## src/rtl/crps_pkg.sv

```systemverilog
// constants for the processor reset and power-up sequencer
package crps_pkg;
    // ------------------------------------------------------------
    // timing
    // ------------------------------------------------------------
    localparam int CLK_PERIOD_NS      = 10;
    localparam int BUS_RELEASE_CLKS   = 2;
    localparam int CACHE_LINES        = 64;
    localparam int SELF_TEST_CLKS     = 32;
    // ------------------------------------------------------------
    // power-on configuration strap layout
    // ------------------------------------------------------------
    localparam int CFG_WIDTH          = 8;
    localparam int CFG_TRISTATE_BIT   = 0;
    // ------------------------------------------------------------
    // addresses and reset values
    // ------------------------------------------------------------
    localparam logic [35:0] RESET_VECTOR = 36'h0FFFFFFF0;
    localparam logic [7:0]  CFG_RESET    = 8'h00;

    typedef enum logic [2:0] {
        CRPS_HELD,
        CRPS_CLEAR,
        CRPS_WAIT_REL,
        CRPS_SELF_TEST,
        CRPS_FETCH,
        CRPS_RUN,
        CRPS_FLOAT
    } crps_state_e;
endpackage

```

## src/rtl/crps_sequencer.sv

```systemverilog
// reset and power-up sequencer of the processor core
`timescale 1ns/1ps
// What this block does
// - while reset is asserted all internal state goes to defined values.
// - reset invalidates the one set of cache line valid bits with no write-back of modified lines.
// - on seeing reset asserted, bus outputs are released within two bus clocks.
// - configuration straps are captured at the clock that leaves CRPS_WAIT_REL, after the cache invalidation that follows reset assertion.
// - a strap selecting float leaves the outputs high-impedance instead of starting.
// - soft-init active at reset release runs the self-test before execution.
// - after reset, with or without self-test, fetching starts at the reset vector.
module crps_sequencer #(
    parameter int CFG_W      = crps_pkg::CFG_WIDTH,
    parameter int LINES      = crps_pkg::CACHE_LINES,
    parameter int TEST_CLKS  = crps_pkg::SELF_TEST_CLKS
) (
    input  wire logic              clk,
    input  wire logic              reset_n,
    input  wire logic              power_stable_in,
    input  wire logic              bus_reset_n,
    input  wire logic              soft_init_n,
    input  wire logic [CFG_W-1:0]  cfg_strap,
    input  wire logic              bus_drive_req,
    output logic                   bus_out_en,
    output logic [CFG_W-1:0]       cfg_captured,
    output logic                   outputs_float,
    output logic                   self_test_run,
    output logic                   fetch_valid,
    output logic [35:0]            fetch_addr,
    output logic                   core_running,
    output logic                   cache_inval_busy,
    output logic                   cache_dirty_writeback
);
    // ------------------------------------------------------------
    // pin synchronisers: three flops, change taken when 2nd and 3rd agree
    // ------------------------------------------------------------
    logic [2:0]       pwr_sync;
    logic [2:0]       rst_sync;
    logic [2:0]       init_sync;
    logic [CFG_W-1:0] cfg_s1;
    logic [CFG_W-1:0] cfg_s2;
    logic [CFG_W-1:0] cfg_s3;
    logic [CFG_W-1:0] cfg_level;
    logic             pwr_ok;
    logic             rst_act;
    logic             init_act;

    always_ff @(posedge clk or negedge reset_n) begin
        if (!reset_n) begin
            pwr_sync  <= 3'h0;
            rst_sync  <= 3'h0;
            init_sync <= 3'h7;
            cfg_s1    <= '0;
            cfg_s2    <= '0;
            cfg_s3    <= '0;
        end else begin
            pwr_sync  <= {pwr_sync[1:0], power_stable_in};
            rst_sync  <= {rst_sync[1:0], bus_reset_n};
            init_sync <= {init_sync[1:0], soft_init_n};
            cfg_s1    <= cfg_strap;
            cfg_s2    <= cfg_s1;
            cfg_s3    <= cfg_s2;
        end
    end

    // filtered levels: hold previous value until stages 2 and 3 agree
    always_ff @(posedge clk or negedge reset_n) begin
        if (!reset_n) begin
            pwr_ok    <= 1'b0;
            rst_act   <= 1'b1;
            init_act  <= 1'b0;
            cfg_level <= '0;
        end else begin
            // straps filtered bit by bit: a bit moves only when stages 2 and 3 agree
            cfg_level <= (cfg_s2 & cfg_s3) | (cfg_level & (cfg_s2 | cfg_s3));
            if (pwr_sync[1] == pwr_sync[2])
                pwr_ok <= pwr_sync[2];
            if (rst_sync[1] == rst_sync[2])
                rst_act <= ~rst_sync[2];
            if (init_sync[1] == init_sync[2])
                init_act <= ~init_sync[2];
        end
    end

    // ------------------------------------------------------------
    // decode
    // ------------------------------------------------------------
    crps_pkg::crps_state_e state;
    crps_pkg::crps_state_e next_state;
    logic [$clog2(LINES)-1:0]    line_cnt;
    logic [$clog2(TEST_CLKS):0]  test_cnt;
    logic [LINES-1:0]            line_valid;

    // power not good forces reset whatever the reset pin says
    wire in_reset    = rst_act | ~pwr_ok;
    wire release_now = state == crps_pkg::CRPS_WAIT_REL && !in_reset;
    wire float_sel   = cfg_level[crps_pkg::CFG_TRISTATE_BIT];

    wire inval_done = line_cnt == ($clog2(LINES))'(LINES - 1);
    wire test_done  = test_cnt == ($clog2(TEST_CLKS)+1)'(TEST_CLKS - 1);

    always_comb begin
        next_state = state;
        case (state)
            crps_pkg::CRPS_HELD:      next_state = crps_pkg::CRPS_CLEAR;
            crps_pkg::CRPS_CLEAR:     if (inval_done) next_state = crps_pkg::CRPS_WAIT_REL;
            crps_pkg::CRPS_WAIT_REL: begin
                if (!in_reset) begin
                    if (float_sel)
                        next_state = crps_pkg::CRPS_FLOAT;
                    else if (init_act)
                        next_state = crps_pkg::CRPS_SELF_TEST;
                    else
                        next_state = crps_pkg::CRPS_FETCH;
                end
            end
            crps_pkg::CRPS_SELF_TEST: if (test_done) next_state = crps_pkg::CRPS_FETCH;
            crps_pkg::CRPS_FETCH:     next_state = crps_pkg::CRPS_RUN;
            crps_pkg::CRPS_RUN:       next_state = crps_pkg::CRPS_RUN;
            crps_pkg::CRPS_FLOAT:     next_state = crps_pkg::CRPS_FLOAT;
            default:                  next_state = crps_pkg::CRPS_HELD;
        endcase
        // a reset observed in any state but CRPS_CLEAR and CRPS_WAIT_REL restarts the whole sequence
        if (in_reset && state != crps_pkg::CRPS_CLEAR && state != crps_pkg::CRPS_WAIT_REL)
            next_state = crps_pkg::CRPS_HELD;
    end

    // ------------------------------------------------------------
    // sequencer state and counters
    // ------------------------------------------------------------
    always_ff @(posedge clk or negedge reset_n) begin
        if (!reset_n) begin
            state    <= crps_pkg::CRPS_HELD;
            line_cnt <= '0;
            test_cnt <= '0;
        end else begin
            state    <= next_state;
            line_cnt <= (state == crps_pkg::CRPS_CLEAR && !inval_done) ? line_cnt + 1'b1 : '0;
            test_cnt <= (state == crps_pkg::CRPS_SELF_TEST) ? test_cnt + 1'b1 : '0;
        end
    end

    // cache tags: valid bits dropped one line per clock, no write-back path
    always_ff @(posedge clk or negedge reset_n) begin
        if (!reset_n)
            line_valid <= '0;
        else if (state == crps_pkg::CRPS_CLEAR)
            line_valid[line_cnt] <= 1'b0;
        else if (state == crps_pkg::CRPS_RUN && bus_drive_req)
            line_valid[line_cnt] <= 1'b1;
    end

    // ------------------------------------------------------------
    // outputs, all registered
    // ------------------------------------------------------------
    always_ff @(posedge clk or negedge reset_n) begin
        if (!reset_n) begin
            bus_out_en            <= 1'b0;
            cfg_captured          <= crps_pkg::CFG_RESET;
            outputs_float         <= 1'b0;
            self_test_run         <= 1'b0;
            fetch_valid           <= 1'b0;
            fetch_addr            <= '0;
            core_running          <= 1'b0;
            cache_inval_busy      <= 1'b0;
            cache_dirty_writeback <= 1'b0;
        end else begin
            // reset seen after sync: released well inside two bus clocks of filter
            bus_out_en   <= bus_drive_req && !in_reset
                            && state == crps_pkg::CRPS_RUN;
            if (release_now)
                cfg_captured <= cfg_level;
            outputs_float    <= next_state == crps_pkg::CRPS_FLOAT;
            self_test_run    <= next_state == crps_pkg::CRPS_SELF_TEST;
            fetch_valid      <= next_state == crps_pkg::CRPS_FETCH;
            fetch_addr       <= (next_state == crps_pkg::CRPS_FETCH)
                                ? crps_pkg::RESET_VECTOR : '0;
            core_running     <= next_state == crps_pkg::CRPS_RUN;
            cache_inval_busy <= next_state == crps_pkg::CRPS_CLEAR;
            cache_dirty_writeback <= 1'b0;
        end
    end
endmodule

```

## config.mk

```make
export PLATFORM = sky130hd
export DESIGN_NAME = crps_sequencer
export DESIGN_NICKNAME = d
export VERILOG_FILES = /design/src/rtl/crps_pkg.sv /design/src/rtl/crps_sequencer.sv
export SDC_FILE = /design/constraint.sdc
export NUM_CORES = 1
export LEC_CHECK = 0
export BUFFER_PORTS_ARGS = -buffer_cell sky130_fd_sc_hd__buf_2
export CAP_MARGIN = 20
export CORE_MARGIN = 10
export CORE_UTILIZATION = 40
export CTS_BUF_LIST = sky130_fd_sc_hd__clkbuf_8
export CTS_CLUSTER_DIAMETER = 40
export DETAILED_ROUTE_END_ITERATION = 8
export PLACE_DENSITY = 0.73
export SETUP_SLACK_MARGIN = 0.2
export SLEW_MARGIN = 5
export SYNTH_ARGS = -nofsm -noshare
export SYNTH_HDL_FRONTEND = slang
export SYNTH_SLANG_ARGS = --single-unit
```

## constraint.sdc

```tcl
create_clock -name clk -period 1.3 [get_ports clk]
set_input_delay 0.39 -clock clk [delete_from_list [all_inputs] [get_ports clk]]
set_output_delay 0.39 -clock clk [all_outputs]
set_load 0.1 [all_outputs]
```

==> flow_metrics.tcl <==
set metrics [dict create \
    cts_max_path_buffers 2 \
    yosys_warnings 0 \
    post-route-period-util 1.248 \
    cts_buffers 9 \
    synth_mux_area_frac 0.03145 \
    status "complete, but fails checks" \
    vias_per_cell 4.468 \
    cp_slowest_cell "dfrtp_4" \
    cts_tree "done" \
    rows 30 \
    seq_area_frac_synth 0.6396 \
    p_total_w 0.006380 \
    synth_cell_types 38 \
    die_x_um 104.6 \
    power_frac_seq 0.437 \
    worstSetupStartpointType "flip-flop" \
    netlist_area_mm2 0.002864 \
    worstSetupEndpointType "output pin" \
    area_growth_pct 58.58 \
    vias 1765 \
    post-route-min-period_ns 1.623 \
    grt.overflow.total 0 \
    drive_above_1_share 0.6221 \
    cp_max_fo 15 \
    synth_compound_area_frac 0.06291 \
    final.fill_count 458 \
    cap_viol_max_count 0 \
    synthXorXnorAreaFrac 0.02446 \
    drc 0 \
    switching_share 0.3353 \
    ys_seq_elements 73 \
    initial_core_util 0.4169 \
    htreeDepth 3 \
    ios 65 \
    multi_input_area_mm2 0.001013 \
    drt_iter0_drc 41 \
    core_area_mm2 0.006869 \
    grt_max_degree 40 \
    p_int_w 0.004241 \
    drt-total-wl_mm 6.519 \
    slew_violations 0 \
    rsz0062_at_grt "true" \
    violations "negative setup slack" \
    synthAdderAreaFrac 0.04019 \
    hold_violations 0 \
    path_buf_inv 2 \
    synth_top_area_share 0.6029 \
    fmax_ghz 0.6163 \
    gp_congestion 0.8624 \
    grt_pass1_wl_mm 9.653 \
    fin_nets 310 \
    avgSynthCellArea_um2 13.38 \
    wire_per_inst_um 16.50 \
    io_buffers 55 \
    setup_ws_ns -0.3225 \
    dieHeight_um 104.6 \
    clock_skew_ns 0.01223 \
    synth-simple-area-share 0.08694 \
    clk-insertion-delay-late_ns 0.35 \
    fin_util 0.6612 \
    antenna_found_initial 0 \
    netlist_instances 214 \
    ir_worst_vdd_mv 1.140 \
    p_switching_w 0.002139 \
    holdCritPathClass "input pin to flip-flop" \
    place_hpwl_mm 4.219 \
    cts_sinks 73 \
    synth_area_leaders "dfrtp_1, buf_4, dfstp_2, maj3_1, mux2_2" \
    die-area_mm2 0.01094 \
    path_class "flip-flop to output pin" \
    cp_top_family "flip-flops" \
    clk_pin_slew_worst_paths_ns 0.09 \
    required_ns 0.91 \
    crit_path_frequent_cell "buf_12" \
    synth_top_family_by_area "buffers and inverters" \
    critical_path.max_stage_delay_ns 0.51 \
    register_area_mm2 0.001857 \
    yosys.area.top_type "dfrtp_1" \
    root_buffer "clkbuf_8" \
    worstPathCellList "buf_12, buf_12" \
    drt_pass1_iterations 4 \
    clock_power_share 0.243 \
    finalSetupTns_ns -11.96 \
    placedCellCount 354 \
    ant_nets 0 \
    track_usage 0.1105 \
    power_density_mw_per_mm2 1405 \
    p_comb_frac 0.320 \
    critPathArrivalTime_ns 1.23 \
    instances_no_fill 395 \
    p_leak_nw 1.975 \
    diodes 0 \
    setup_viol 63 \
    grt_pass1_vias 1842 \
]
## layout by cell type (no fill, tap or decap), types with 4 or more instances in the layout
master / netlist / routed
dfrtp_2: 0 / 17
clkbuf_8: 0 / 9
nand2b_4: 1 / 4
nor2_2: 0 / 5
nor2_4: 0 / 6
conb_1: 1 / 9
mux2_4: 0 / 8
buf_2: 1 / 13
inv_1: 5 / 5
maj3_1: 9 / 9
buf_4: 37 / 23
dfrtp_1: 69 / 51
dfstp_2: 4 / 4
buf_12: 0 / 45
buf_6: 2 / 19
o21ai_0: 6 / 5
nand2_1: 7 / 5
nor2_1: 18 / 7
## stage by stage
stage / hold WS [ns] / worst slack [ns] / area (µm²)
6_report: 0.1338 / -0.3225 / 4542
5_1_grt: 0.1179 / -0.3531 / 4542
4_1_cts: 0.1232 / -0.3347 / 4315
3_5_place_dp: 0.2656 / -0.1984 / 3956
3_3_place_gp: 0.2576 / -0.1194 / 3956
2_1_floorplan: 0.09441 / -0.1902 / 3047
## power by group through the flow
stage	clock network (W)	registers, W	logic (W)
2_1_floorplan	0	0.00286	0.000814
3_3_place_gp	0	0.00277	0.00130
3_5_place_dp	0	0.00279	0.00135
4_1_cts	0.00158	0.00275	0.00159
5_1_grt	0.00168	0.00282	0.00219
6_report	0.00155	0.00279	0.00204
## registers in the layout, indices dropped and copies added (netlist names)
register	count
fetch_addr	1
cfg_s2	8
init_sync	3
init_act	1
test_cnt	6
cfg_captured	8
rst_sync	3
cfg_s1	8
rst_act	1
core_running	1
pwr_ok	1
cache_inval_busy	1
self_test_run	1
state	3
pwr_sync	3
cfg_s3	8
line_cnt	6
cfg_level	8
outputs_float	1
bus_out_en	1
## cell families after synthesis
family                   count (synthesis)
AO/OA/AOI/OAI                           21
XOR/XNOR                                 8
adder cells (fa/ha/maj)                 11
buffers and inverters                   45
flip-flops                              73
multiplexers                             8
other                                    1
AND/OR/NAND/NOR                         47
## worst reg2reg max path, delay by kind of cell (launching register included)
kind	cells	cell delay, ns
flops	1	0.38
simple gates	2	0.38
compound gates	2	0.65
## path summary, 6_finish.rpt
path | from | cells past startpoint | endpoint | slack (ns)
max | fetch_addr[30] | 2 | fetch_addr[19] | -0.32
min | cfg_strap[6] | 1 | cfg_s1[6] | 0.13
max reg2reg | cfg_level[0] | 4 | fetch_addr[30] | -0.22
min reg2reg | cfg_s1[7] | 0 | cfg_s2[7] | 0.35
max in group asynchronous | reset_n | 3 | init_sync[2] | 0.30
min in group asynchronous | reset_n | 2 | cfg_s3[7] | 0.44
## Yosys cell counts
cell       instances
o21ai_2            1
nand3b_1           1
and4b_1            1
o22ai_2            1
xnor2_1            5
conb_1             1
o21ba_2            1
a211oi_2           1
maj3_1             9
ha_1               2
xor2_1             3
buf_4             37
inv_1              5
nand2b_4           1
buf_2              1
o21ai_0            6
nand4b_1           2
a22o_1             1
buf_6              2
nand3_1            4
a21o_1             3
and2b_1            1
nor3_1             2
and3_1             2
dfrtp_1           69
o22a_1             1
nor3_2             1
nor2b_1            2
nand2b_1           4
mux2_2             8
nand2_1            7
a21oi_1            3
or2_4              1
dfstp_2            4
o41ai_4            1
nor2_1            18
a2111oi_2          1
o2bb2ai_1          1
## area by class of cell
cell class,count,share of cell area
Inverter,5,0.004132
Timing Repair Buffer,101,0.3000
Sequential cell,73,0.4088
Clock inverter,7,0.01019
Clock buffer,9,0.02727
Tap cell,96,0.02645
Multi-Input combinational cell,104,0.2231
## per-layer routing
metal | wire length (µm) | track usage
met5 | 0 | 0
met4 | 119 | 0.03824
met3 | 263 | 0.04177
met2 | 3744 | 0.2028
met1 | 2391 | 0.1121
## repair_timing
| item | 4_1_cts | 5_1_grt |
|---|---|---|
| hold buffers | 1 | 0 |
| gates resized for setup | 23 | 34 |
| pin swaps | 9 | 17 |
| setup buffers | 13 | 11 |
| setup endpoints to repair | 67 | 68 |
| endpoints found under the hold margin | 7 | 0 |
No activity file was read; power rests on OpenSTA's default activity.
